<file path="config.mk">
export PLATFORM = sky130hd
export DESIGN_NAME = vbs_top
export DESIGN_NICKNAME = d
export VERILOG_FILES = /design/src/inc/vbs_pkg.sv /design/src/rtl/vbs_top.sv /design/src/rtl/vbs_delay_timer.sv /design/src/rtl/vbs_unbalance.sv
export SDC_FILE = /design/constraint.sdc
export NUM_CORES = 1
export LEC_CHECK = 0
export ABC_AREA = 1
export BUFFER_PORTS_ARGS = -buffer_cell sky130_fd_sc_hd__buf_2
export CAP_MARGIN = 20
export CORE_UTILIZATION = 39
export DETAILED_ROUTE_END_ITERATION = 6
export HOLD_SLACK_MARGIN = 0.06
export SYNTH_ARGS = -nofsm -noshare
export SYNTH_HDL_FRONTEND = slang
export SYNTH_SLANG_ARGS = --single-unit
</file>
<file path="constraint.sdc">
create_clock -name ref_clk -period 5.9 [get_ports ref_clk]
set_input_delay 1.18 -clock ref_clk [delete_from_list [all_inputs] [get_ports ref_clk]]
set_output_delay 1.18 -clock ref_clk [all_outputs]
set_load 0.02 [all_outputs]
</file>
<file path="src/inc/vbs_pkg.sv">
package vbs_pkg;
	// =====================================================================
	// data widths and scaling
	localparam int VOLT_W       = 16;
	localparam int STEPS_PER_VN = 20;
	localparam int CODE_W       = 5;
	localparam int DLY_W        = 11;
	localparam int ADDR_W       = 8;
	localparam int DATA_W       = 32;
	localparam logic [VOLT_W-1:0] VN_CODE_DFLT = 16'h0fa0;
	localparam logic [CODE_W-1:0] THR_CODE_MAX   = 5'h1c; // 1.4 Vn
	localparam logic [CODE_W-1:0] RATIO_CODE_MIN = 5'h01; // 0.05
	localparam logic [CODE_W-1:0] RATIO_CODE_MAX = 5'h14; // 1.00

	// =====================================================================
	// timing
	localparam int CLK_FREQ_HZ      = 100_000_000;
	localparam int TICK_PERIOD_MS   = 50;
	localparam int DLY_MAX_MS       = 60_000;
	localparam int TICK_CYCLES_DFLT = CLK_FREQ_HZ / 1000 * TICK_PERIOD_MS;
	localparam logic [DLY_W-1:0] DLY_CODE_MAX = DLY_W'(DLY_MAX_MS / TICK_PERIOD_MS);

	// =====================================================================
	// register map
	localparam logic [ADDR_W-1:0] OFS_CTRL       = 8'h00;
	localparam logic [ADDR_W-1:0] OFS_UV_THR     = 8'h04;
	localparam logic [ADDR_W-1:0] OFS_OV_THR     = 8'h08;
	localparam logic [ADDR_W-1:0] OFS_UNB_RATIO  = 8'h0c;
	localparam logic [ADDR_W-1:0] OFS_UV_ACT     = 8'h10;
	localparam logic [ADDR_W-1:0] OFS_UV_RST     = 8'h14;
	localparam logic [ADDR_W-1:0] OFS_OV_ACT     = 8'h18;
	localparam logic [ADDR_W-1:0] OFS_OV_RST     = 8'h1c;
	localparam logic [ADDR_W-1:0] OFS_UNB_RST    = 8'h20;
	localparam logic [ADDR_W-1:0] OFS_STATUS     = 8'h24;
	localparam logic [ADDR_W-1:0] OFS_IRQ_STATUS = 8'h28;
	localparam logic [ADDR_W-1:0] OFS_IRQ_MASK   = 8'h2c;

	localparam int CTRL_UV_EN  = 0;
	localparam int CTRL_OV_EN  = 1;
	localparam int CTRL_UNB_EN = 2;
	localparam int CTRL_W      = 3;

	localparam int ST_UV_COND  = 0;
	localparam int ST_OV_COND  = 1;
	localparam int ST_UNB_COND = 2;
	localparam int ST_BLK_LSB  = 4;
	localparam int ST_INHIBIT  = 8;

	localparam int IRQ_RELEASE = 3;
	localparam int IRQ_W       = 4;

	localparam logic [CTRL_W-1:0] RST_CTRL      = 3'h0;
	localparam logic [CODE_W-1:0] RST_UV_THR    = 5'h00;
	localparam logic [CODE_W-1:0] RST_OV_THR    = 5'h1c;
	localparam logic [CODE_W-1:0] RST_UNB_RATIO = 5'h14;
	localparam logic [DLY_W-1:0]  RST_DLY       = 11'h000;
	localparam logic [IRQ_W-1:0]  RST_IRQ       = 4'h0;

	// =====================================================================
	// carriers
	typedef struct packed {
		logic [VOLT_W-1:0] a;
		logic [VOLT_W-1:0] b;
		logic [VOLT_W-1:0] c;
	} vbs_volt_s;

	typedef struct packed {
		logic unb;
		logic ov;
		logic uv;
	} vbs_block_s;
endpackage

</file>
<file path="src/rtl/vbs_top.sv">
// Our own choices: the register offsets and the strobed register port.
`timescale 1ns/100ps
// Overview of operation
// - the three monitored phase magnitudes feed every supervision stage here.
// - trip_inhibit suppresses all frequency based tripping while any stage blocks.
// - each phase is compared continuously against minimum and maximum thresholds.
// - any phase below minimum is undervoltage; any above maximum is overvoltage.
// - an active undervoltage or overvoltage stage inhibits all tripping stages.
// - activation and reset delays: condition persists or stays absent before changing.
// - separate enables; thresholds zero to 1.4 Vn in 0.05 Vn steps.
// - voltage stage delays zero to 60 s in 50 ms steps.
// - unbalance stage uses largest phase deviation from the three-phase mean.
// - mean is sum over three; ratio is max deviation over mean.
// - while ratio exceeds its setting the unbalance stage inhibits tripping.
// - unbalance block holds for a programmable reset delay after ratio drops.
// - unbalance enable, ratio 0.05 to 1 step 0.05, delay 0-60 s.
module vbs_top
	import vbs_pkg::*;
#(
	parameter logic [VOLT_W-1:0] VN_CODE     = VN_CODE_DFLT,
	parameter int                TICK_CYCLES = TICK_CYCLES_DFLT
)(
	input  wire logic              ref_clk,
	input  wire logic              nrst,
	input  wire vbs_volt_s         meas_volt,
	input  wire logic              meas_valid,
	input  wire logic [ADDR_W-1:0] reg_addr,
	input  wire logic [DATA_W-1:0] reg_wdata,
	input  wire logic              reg_wr,
	input  wire logic              reg_rd,
	output logic [DATA_W-1:0]      reg_rdata,
	output vbs_block_s             stage_block,
	output logic                   trip_inhibit,
	output logic                   irq
);
	localparam int TICK_W = $clog2(TICK_CYCLES);
	localparam int THR_W  = VOLT_W + CODE_W;
	localparam logic [TICK_W-1:0] TICK_LAST = TICK_W'(TICK_CYCLES - 1);
	localparam logic [THR_W-1:0]  VN_STEP   = THR_W'(VN_CODE / STEPS_PER_VN);

	// refused at elaboration, not at run time, so a bad setting never reaches logic
	if (TICK_CYCLES < 2) begin : g_bad_tick
		$error("TICK_CYCLES must be at least 2");
	end
	if (VN_CODE % STEPS_PER_VN != 0 || VN_CODE == '0) begin : g_bad_vn
		$error("VN_CODE must be a nonzero multiple of the step count");
	end
	if (32'(VN_CODE) * 32'(THR_CODE_MAX) / STEPS_PER_VN > (1 << VOLT_W) - 1) begin : g_big_vn
		$error("VN_CODE too large for the top threshold");
	end


	// =====================================================================
	// 50 ms tick divider
	logic [TICK_W-1:0] div_reg;
	logic [TICK_W-1:0] div_next;
	logic              tick_reg;
	logic              tick_next;

	always_comb begin
		if (div_reg == TICK_LAST) begin
			div_next  = '0;
			tick_next = 1'b1;
		end else begin
			div_next  = div_reg + 1'b1;
			tick_next = 1'b0;
		end
	end

	always_ff @(posedge ref_clk or negedge nrst) begin
		if (!nrst) begin
			div_reg  <= '0;
			tick_reg <= 1'b0;
		end else begin
			div_reg  <= div_next;
			tick_reg <= tick_next;
		end
	end

	// =====================================================================
	// settings registers
	logic [CTRL_W-1:0] ctrl_reg;
	logic [CTRL_W-1:0] ctrl_next;
	logic [CODE_W-1:0] uv_thr_reg;
	logic [CODE_W-1:0] uv_thr_next;
	logic [CODE_W-1:0] ov_thr_reg;
	logic [CODE_W-1:0] ov_thr_next;
	logic [CODE_W-1:0] ratio_reg;
	logic [CODE_W-1:0] ratio_next;
	logic [DLY_W-1:0]  dly_reg  [5];
	logic [DLY_W-1:0]  dly_next [5];
	logic [IRQ_W-1:0]  irq_mask_reg;
	logic [IRQ_W-1:0]  irq_mask_next;

	// out-of-range writes are clamped so the stages never see an illegal code
	function automatic logic [DATA_W-1:0] clamp(input logic [DATA_W-1:0] v,
		input logic [DATA_W-1:0] lo, input logic [DATA_W-1:0] hi);
		if (v < lo) begin
			return lo;
		end
		return (v > hi) ? hi : v;
	endfunction

	always_comb begin
		ctrl_next     = ctrl_reg;
		uv_thr_next   = uv_thr_reg;
		ov_thr_next   = ov_thr_reg;
		ratio_next    = ratio_reg;
		dly_next      = dly_reg;
		irq_mask_next = irq_mask_reg;
		if (reg_wr) begin
			case (reg_addr)
				OFS_CTRL: begin
					ctrl_next = reg_wdata[CTRL_W-1:0];
				end
				OFS_UV_THR: begin
					uv_thr_next = CODE_W'(clamp(reg_wdata, '0, DATA_W'(THR_CODE_MAX)));
				end
				OFS_OV_THR: begin
					ov_thr_next = CODE_W'(clamp(reg_wdata, '0, DATA_W'(THR_CODE_MAX)));
				end
				OFS_UNB_RATIO: begin
					ratio_next = CODE_W'(clamp(reg_wdata, DATA_W'(RATIO_CODE_MIN),
						DATA_W'(RATIO_CODE_MAX)));
				end
				OFS_UV_ACT: begin
					dly_next[0] = DLY_W'(clamp(reg_wdata, '0, DATA_W'(DLY_CODE_MAX)));
				end
				OFS_UV_RST: begin
					dly_next[1] = DLY_W'(clamp(reg_wdata, '0, DATA_W'(DLY_CODE_MAX)));
				end
				OFS_OV_ACT: begin
					dly_next[2] = DLY_W'(clamp(reg_wdata, '0, DATA_W'(DLY_CODE_MAX)));
				end
				OFS_OV_RST: begin
					dly_next[3] = DLY_W'(clamp(reg_wdata, '0, DATA_W'(DLY_CODE_MAX)));
				end
				OFS_UNB_RST: begin
					dly_next[4] = DLY_W'(clamp(reg_wdata, '0, DATA_W'(DLY_CODE_MAX)));
				end
				OFS_IRQ_MASK: begin
					irq_mask_next = reg_wdata[IRQ_W-1:0];
				end
				default: begin
				end
			endcase
		end
	end

	always_ff @(posedge ref_clk or negedge nrst) begin
		if (!nrst) begin
			ctrl_reg     <= RST_CTRL;
			uv_thr_reg   <= RST_UV_THR;
			ov_thr_reg   <= RST_OV_THR;
			ratio_reg    <= RST_UNB_RATIO;
			dly_reg      <= '{default: RST_DLY};
			irq_mask_reg <= RST_IRQ;
		end else begin
			ctrl_reg     <= ctrl_next;
			uv_thr_reg   <= uv_thr_next;
			ov_thr_reg   <= ov_thr_next;
			ratio_reg    <= ratio_next;
			dly_reg      <= dly_next;
			irq_mask_reg <= irq_mask_next;
		end
	end

	// =====================================================================
	// measurement capture and threshold compare
	vbs_volt_s         volt_reg;
	vbs_volt_s         volt_next;
	logic [VOLT_W-1:0] ph [3];
	logic [THR_W-1:0]  uv_thr;
	logic [THR_W-1:0]  ov_thr;
	logic              uv_cond;
	logic              ov_cond;
	logic              unb_cond;

	always_comb begin
		volt_next = volt_reg;
		if (meas_valid) begin
			volt_next = meas_volt;
		end
	end

	always_ff @(posedge ref_clk or negedge nrst) begin
		if (!nrst) begin
			volt_reg <= '0;
		end else begin
			volt_reg <= volt_next;
		end
	end

	assign ph[0]  = volt_reg.a;
	assign ph[1]  = volt_reg.b;
	assign ph[2]  = volt_reg.c;
	assign uv_thr = THR_W'(uv_thr_reg) * VN_STEP;
	assign ov_thr = THR_W'(ov_thr_reg) * VN_STEP;

	// compare runs every cycle, so a new setting acts on the held sample
	always_comb begin
		uv_cond = 1'b0;
		ov_cond = 1'b0;
		for (int i = 0; i < 3; i++) begin
			uv_cond = uv_cond | (THR_W'(ph[i]) < uv_thr);
			ov_cond = ov_cond | (THR_W'(ph[i]) > ov_thr);
		end
	end

	vbs_unbalance u_unbalance (
		.ref_clk    (ref_clk),
		.nrst       (nrst),
		.volt       (meas_volt),
		.valid      (meas_valid),
		.ratio_code (ratio_reg),
		.over       (unb_cond)
	);

	// =====================================================================
	// blocking stages
	vbs_block_s blk;

	vbs_delay_timer u_uv_timer (
		.ref_clk (ref_clk),
		.nrst    (nrst),
		.enable  (ctrl_reg[CTRL_UV_EN]),
		.tick    (tick_reg),
		.cond    (uv_cond),
		.act_dly (dly_reg[0]),
		.rst_dly (dly_reg[1]),
		.blocked (blk.uv)
	);

	vbs_delay_timer u_ov_timer (
		.ref_clk (ref_clk),
		.nrst    (nrst),
		.enable  (ctrl_reg[CTRL_OV_EN]),
		.tick    (tick_reg),
		.cond    (ov_cond),
		.act_dly (dly_reg[2]),
		.rst_dly (dly_reg[3]),
		.blocked (blk.ov)
	);

	// no activation delay: the unbalance stage blocks as soon as the ratio is high
	vbs_delay_timer u_unb_timer (
		.ref_clk (ref_clk),
		.nrst    (nrst),
		.enable  (ctrl_reg[CTRL_UNB_EN]),
		.tick    (tick_reg),
		.cond    (unb_cond),
		.act_dly ('0),
		.rst_dly (dly_reg[4]),
		.blocked (blk.unb)
	);

	assign stage_block = blk;

	// =====================================================================
	// inhibit, interrupt and read-back
	logic              inhibit_reg;
	logic              inhibit_next;
	vbs_block_s        blk_prev_reg;
	logic [IRQ_W-1:0]  irq_status_reg;
	logic [IRQ_W-1:0]  irq_status_next;
	logic [IRQ_W-1:0]  irq_event;
	logic [IRQ_W-1:0]  irq_clear;
	logic              irq_reg;
	logic              irq_next;
	logic [DATA_W-1:0] rdata_reg;
	logic [DATA_W-1:0] rdata_next;
	logic [DATA_W-1:0] status_word;

	assign inhibit_next = blk.uv | blk.ov | blk.unb;

	always_comb begin
		irq_event = {inhibit_reg & ~inhibit_next, blk & ~blk_prev_reg};
		irq_clear = '0;
		if (reg_wr && reg_addr == OFS_IRQ_STATUS) begin
			irq_clear = reg_wdata[IRQ_W-1:0];
		end
		// a new event beats a clear in the same cycle
		irq_status_next = (irq_status_reg & ~irq_clear) | irq_event;
		irq_next        = |(irq_status_reg & irq_mask_reg);
	end

	always_comb begin
		status_word = '0;
		status_word[ST_UV_COND]                 = uv_cond;
		status_word[ST_OV_COND]                 = ov_cond;
		status_word[ST_UNB_COND]                = unb_cond;
		status_word[ST_BLK_LSB +: $bits(blk)]   = blk;
		status_word[ST_INHIBIT]                 = inhibit_reg;
		rdata_next = '0;
		if (reg_rd) begin
			case (reg_addr)
				OFS_CTRL:       rdata_next = DATA_W'(ctrl_reg);
				OFS_UV_THR:     rdata_next = DATA_W'(uv_thr_reg);
				OFS_OV_THR:     rdata_next = DATA_W'(ov_thr_reg);
				OFS_UNB_RATIO:  rdata_next = DATA_W'(ratio_reg);
				OFS_UV_ACT:     rdata_next = DATA_W'(dly_reg[0]);
				OFS_UV_RST:     rdata_next = DATA_W'(dly_reg[1]);
				OFS_OV_ACT:     rdata_next = DATA_W'(dly_reg[2]);
				OFS_OV_RST:     rdata_next = DATA_W'(dly_reg[3]);
				OFS_UNB_RST:    rdata_next = DATA_W'(dly_reg[4]);
				OFS_STATUS:     rdata_next = status_word;
				OFS_IRQ_STATUS: rdata_next = DATA_W'(irq_status_reg);
				OFS_IRQ_MASK:   rdata_next = DATA_W'(irq_mask_reg);
				default:        rdata_next = '0;
			endcase
		end
	end

	always_ff @(posedge ref_clk or negedge nrst) begin
		if (!nrst) begin
			inhibit_reg    <= 1'b0;
			blk_prev_reg   <= '0;
			irq_status_reg <= RST_IRQ;
			irq_reg        <= 1'b0;
			rdata_reg      <= '0;
		end else begin
			inhibit_reg    <= inhibit_next;
			blk_prev_reg   <= blk;
			irq_status_reg <= irq_status_next;
			irq_reg        <= irq_next;
			rdata_reg      <= rdata_next;
		end
	end

	assign trip_inhibit = inhibit_reg;
	assign irq          = irq_reg;
	assign reg_rdata    = rdata_reg;

	// =====================================================================
	// checks
	chk_inhibit_or: assert property (@(posedge ref_clk) disable iff (!nrst)
		inhibit_reg == $past(blk.uv | blk.ov | blk.unb))
		else $error("inhibit is not the OR of the stages");
	chk_volt_inhibit: assert property (@(posedge ref_clk) disable iff (!nrst)
		blk.uv || blk.ov |=> trip_inhibit)
		else $error("voltage block did not inhibit tripping");
	chk_unb_inhibit: assert property (@(posedge ref_clk) disable iff (!nrst)
		ctrl_reg[CTRL_UNB_EN] && unb_cond && !blk.unb |=> ##1 trip_inhibit)
		else $error("unbalance did not inhibit within two cycles");
	chk_uv_disabled: assert property (@(posedge ref_clk) disable iff (!nrst)
		!ctrl_reg[CTRL_UV_EN] |=> !blk.uv)
		else $error("disabled undervoltage stage blocks");
	chk_tick_single: assert property (@(posedge ref_clk) disable iff (!nrst)
		tick_reg |=> !tick_reg)
		else $error("tick longer than one cycle");
	chk_meas_latch: assert property (@(posedge ref_clk) disable iff (!nrst)
		meas_valid |=> volt_reg == $past(meas_volt))
		else $error("measurement not captured");
	chk_sticky_set: assert property (@(posedge ref_clk) disable iff (!nrst)
		$rose(blk.uv) |=> irq_status_reg[0])
		else $error("undervoltage event not latched");
	chk_irq_level: assert property (@(posedge ref_clk) disable iff (!nrst)
		irq_reg == $past(|(irq_status_reg & irq_mask_reg)))
		else $error("interrupt output does not follow masked status");
	chk_rdata_idle: assert property (@(posedge ref_clk) disable iff (!nrst)
		!$past(reg_rd) |-> reg_rdata == '0)
		else $error("read data outside the read answer cycle");
endmodule

</file>
<file path="src/rtl/vbs_delay_timer.sv">
`timescale 1ns/100ps
module vbs_delay_timer
	import vbs_pkg::*;
(
	input  wire logic             ref_clk,
	input  wire logic             nrst,
	input  wire logic             enable,
	input  wire logic             tick,
	input  wire logic             cond,
	input  wire logic [DLY_W-1:0] act_dly,
	input  wire logic [DLY_W-1:0] rst_dly,
	output logic                  blocked
);
	// =====================================================================
	// state
	logic             blocked_reg;
	logic             blocked_next;
	logic [DLY_W-1:0] cnt_reg;
	logic [DLY_W-1:0] cnt_next;

	// counter never passes the delay it is compared with, so it cannot wrap
	always_comb begin
		blocked_next = blocked_reg;
		cnt_next     = cnt_reg;
		if (!enable) begin
			blocked_next = 1'b0;
			cnt_next     = '0;
		end else if (!blocked_reg) begin
			if (!cond) begin
				cnt_next = '0;
			end else if (cnt_reg >= act_dly) begin
				blocked_next = 1'b1;
				cnt_next     = '0;
			end else if (tick) begin
				cnt_next = cnt_reg + 1'b1;
			end
		end else begin
			if (cond) begin
				cnt_next = '0;
			end else if (cnt_reg >= rst_dly) begin
				blocked_next = 1'b0;
				cnt_next     = '0;
			end else if (tick) begin
				cnt_next = cnt_reg + 1'b1;
			end
		end
	end

	always_ff @(posedge ref_clk or negedge nrst) begin
		if (!nrst) begin
			blocked_reg <= 1'b0;
			cnt_reg     <= '0;
		end else begin
			blocked_reg <= blocked_next;
			cnt_reg     <= cnt_next;
		end
	end

	assign blocked = blocked_reg;

	// =====================================================================
	// checks
	chk_disabled_clear: assert property (@(posedge ref_clk) disable iff (!nrst)
		!enable |=> !blocked_reg && cnt_reg == '0)
		else $error("disabled stage not cleared");
	chk_assert_cause: assert property (@(posedge ref_clk) disable iff (!nrst)
		$rose(blocked_reg) |-> $past(cond) && $past(enable) && $past(cnt_reg) >= $past(act_dly))
		else $error("block asserted without persisting condition");
	chk_release_cause: assert property (@(posedge ref_clk) disable iff (!nrst)
		$fell(blocked_reg) && $past(enable) |-> !$past(cond) && $past(cnt_reg) >= $past(rst_dly))
		else $error("block released too early");
	chk_zero_act: assert property (@(posedge ref_clk) disable iff (!nrst)
		enable && !blocked_reg && cond && act_dly == '0 |=> blocked_reg)
		else $error("zero activation delay not immediate");
endmodule

</file>
<file path="src/rtl/vbs_unbalance.sv">
`timescale 1ns/100ps
module vbs_unbalance
	import vbs_pkg::*;
(
	input  wire logic              ref_clk,
	input  wire logic              nrst,
	input  wire vbs_volt_s         volt,
	input  wire logic              valid,
	input  wire logic [CODE_W-1:0] ratio_code,
	output logic                   over
);
	localparam int S_W = VOLT_W + 2;
	localparam int P_W = S_W + CODE_W;
	localparam logic [P_W-1:0] STEPS = P_W'(STEPS_PER_VN);

	// =====================================================================
	// ratio test without a divider: max|3v - s| * 20 > code * s
	logic [S_W-1:0] sum;
	logic [S_W-1:0] dev [3];
	logic [S_W-1:0] max_dev;
	logic [S_W-1:0] tri_v;
	logic [VOLT_W-1:0] ph [3];
	logic [P_W-1:0] lhs;
	logic [P_W-1:0] rhs;
	logic           over_reg;
	logic           over_next;

	assign ph[0] = volt.a;
	assign ph[1] = volt.b;
	assign ph[2] = volt.c;
	assign sum   = S_W'(ph[0]) + S_W'(ph[1]) + S_W'(ph[2]);

	always_comb begin
		tri_v   = '0;
		max_dev = '0;
		for (int i = 0; i < 3; i++) begin
			tri_v  = S_W'(ph[i]) * S_W'(3);
			dev[i] = (tri_v > sum) ? tri_v - sum : sum - tri_v;
			if (dev[i] > max_dev) begin
				max_dev = dev[i];
			end
		end
	end

	assign lhs = P_W'(max_dev) * STEPS;
	assign rhs = P_W'(ratio_code) * P_W'(sum);

	// zero mean gives lhs = 0, so no unbalance is flagged
	always_comb begin
		over_next = over_reg;
		if (valid) begin
			over_next = lhs > rhs;
		end
	end

	always_ff @(posedge ref_clk or negedge nrst) begin
		if (!nrst) begin
			over_reg <= 1'b0;
		end else begin
			over_reg <= over_next;
		end
	end

	assign over = over_reg;

	chk_zero_mean: assert property (@(posedge ref_clk) disable iff (!nrst)
		valid && sum == '0 |=> !over_reg)
		else $error("unbalance flagged on zero mean");
endmodule

</file>
==> run_results.csv <==
group,metric,value,unit
sta,maxSlewHeadroom,43.4,%
setup_path,slowest_stage,"fa_2",
die,fp.dieW,268,microns
setup_path,cpMostUsedCell,"nand2_1",
synthesis,syn_area_per_cell,6.95,sq um
setup_path,cp.arrival,12.39,ns
sta,rsz0062_at_grt,"yes",
place,post-place-ws,-6.90,ns
outcome,violations,"negative setup slack",
final_layout,area_growth,34.2,%
drt,routed_wl,99000,microns
final_layout,fin_area,37100,sq um
die,rows,97,
synthesis,synthFlopType,"dfrtp_1",
synthesis,yosys-top-cells-area,"ha_1 (20%), dfrtp_1 (18%), nand2_1 (13%)",
drt,wl_met3,5120,microns
clocking,cts_max_level,1,
clocking,root_buffer,"clkbuf_16",
die,start_util,39.4,%
place,dp_hpwl,84600,microns
synthesis,synth_async_sr_flop_share,100,%
die,core_area,70100,sq um
final_layout,seqCellArea,5160,sq um
place,dpl.cell_count,5852,
synthesis,yosysUniqueCellTypes,68,
setup_path,crit_type,"in -> reg",
place,io_buffers,108,
global_route,grt_max_degree,112,
synthesis,synth_top_area_cell,"ha_1",
job,cap_violations,0,
final_layout,fillers,7061,
sta,clock.fmax,84.1,MHz
drt,route.detailed.wl_per_inst,16.7,microns
setup_path,crit_required,6.40,ns
clocking,insertion_delay,0.57,ns
global_route,grt_pass1_wl,154000,microns
synthesis,synth-edff-count,0,
sta,period_needed,11.89,ns
sta,setup_ws,-5.99,ns
drt,vias,29400,
sta,tns,-5.99,ns
setup_path,cpPeakStageDelay,0.35,ns
sta,hold_viol,0,
global_route,grt.total_usage,27.4,%
sta,worst_slew_pin_slew,0.849,ns
place,gp_congestion,0.986,
clocking,cts_tree,"done",
clocking,cts_buffers,25,
synthesis,netlist_instances,3979,
synthesis,ys_ff_latch,206,
synthesis,yosysWarnings,0,
final_layout,drive_gt1_share,25.2,%
clocking,cts_buffer_depth,3,
drt,highest_layer,"met5",
drt,met2_length,44400,microns
final_layout,finalNonFillerCells,5919,
final_layout,mostFrequentLayoutCells,"nand2_1 (938), buf_4 (895), inv_1 (639), ha_1 (429), a21oi_1 (281)",
sta,finalCritPeriodShare,201,%
synthesis,ys_seq_area_share,18.7,%
die,die_y,268,microns
sta,finalSetupViolCount,1,
hold_path,hp-class,"reg -> reg",
drt,viasPerCell,4.97,
sta,maxSlewViolCount,0,
global_route,grt-ovfl-total,0,
place,place_area,35900,sq um
clocking,clk_pin_slew,0.09,ns
global_route,antenna_found_initial,1,
synthesis,synth.top_cell.area_share,19.9,%
drt,first_pass_iters,6,
setup_path,critPathMaxFanout,8,
drt,antenna_left,0,
synthesis,netlist_area,27700,sq um
global_route,grt_pass1_vias,28000,
drt,met1_length,47100,microns
die,dieArea,72000,sq um
setup_path,cp-start-kind,"input pin",
final_layout,fin_nets,5553,
drt,drc,0,
sta,finalClockSkew,0.0281,ns
outcome,status,"complete, but fails checks",
final_layout,multi_input_area,20000,sq um
clocking,cts.sinks,206,
drt,drtIter0Drc,2124,
die,ios,130,
final_layout,layout_commonest_cell,"nand2_1",
final_layout,largest_register_ffs,55,
setup_path,crit_path_end_kind,"flop",
==> kinds of logic (layout without fill, tap and decap cells) <==
| kind of cell | after synthesis | count (layout) | synth area share [%] |
|---|---|---|---|
| and+or+nand+nor | 1578 | 1579 | 24.3 |
| AOI/OAI and AO/OA | 725 | 725 | 14.7 |
| xor gates and xnor gates | 191 | 191 | 6.05 |
| buffers and inverters | 746 | 1723 | 10.6 |
| adders and majority gates | 502 | 502 | 24.4 |
| other | 1 | 23 | 0.0136 |
| muxes | 30 | 30 | 1.22 |
| DFF | 206 | 206 | 18.7 |
==> synth_stat cells, drive strengths merged, types with 53 or more instances <==
master,instances
fa,62
nor3,59
xor2,142
o21ai,266
ha,440
nand4,53
dfrtp,201
nand3,152
a21oi,293
inv,658
nand2,993
nor2,270
==> worst paths after layout <==
path,start,end,slack [ns],cells after the start
max,meas_volt[16],u_unbalance.over$_DFFE_PN0P_,-5.99,88
min,u_unb_timer.blocked$_DFF_PN0_,blk_prev_reg[2]$_DFF_PN0_,0.41,0
max reg2reg,ratio_reg[4]$_DFFE_PN1P_,u_unbalance.over$_DFFE_PN0P_,0.09,27
min reg2reg,u_unb_timer.blocked$_DFF_PN0_,blk_prev_reg[2]$_DFF_PN0_,0.41,0
max in group asynchronous,nrst,ph[9]$_DFFE_PN0P_,4.17,2
min in group asynchronous,nrst,u_ov_timer.cnt_reg[10]$_DFF_PN0_,0.62,1
==> per-stage QoR <==
stage / hold slack (ns) / util (%)
finish: 0.413 / 53.0
CTS: 0.415 / 52.8
detailed placement: 0.400 / 51.1
floorplan: 0.375 / -
global placement: 0.410 / 51.1
global route: 0.423 / 52.9
==> worst max-delay path: cells and delay by family <==
family / cells / cell delay, ns
AOI/OAI and AO/OA: 28 / 3.56
adders and majority gates: 10 / 2.68
and+or+nand+nor: 31 / 2.66
buffers and inverters: 17 / 1.91
xor gates and xnor gates: 2 / 0.33
==> metal layers <==
| layer | vias to the layer above | track usage (%) |
|---|---|---|
| li1 | 14900 | - |
| met3 | 117 | 2.14 |
| met2 | 725 | 45.2 |
| met4 | 2 | 6.20 |
| met5 | - | 0 |
| met1 | 13600 | 38.9 |
==> repair_timing <==
action	4_1_cts	5_1_grt
setup buffers	12	4
hold buffers	0	0
resized for setup	47	20
endpoints found under the setup margin	1	1
gates cloned	3	0
pin swaps	22	15
==> cell type report <==
class | count | area share (%)
Sequential cell | 206 | 13.9
Clock inverter | 14 | 0.529
Timing Repair inverter | 1 | 0.0168
Timing Repair Buffer | 1012 | 20.0
Antenna cell | 2 | 0.0135
Multi-Input combinational cell | 3048 | 53.8
Clock buffer | 32 | 1.84
Inverter | 664 | 6.74
Tap cell | 940 | 3.17
Power is left out: the tool's default activity adds up to more than one toggle a clock period on the data nets, which glitch-free logic cannot reach.
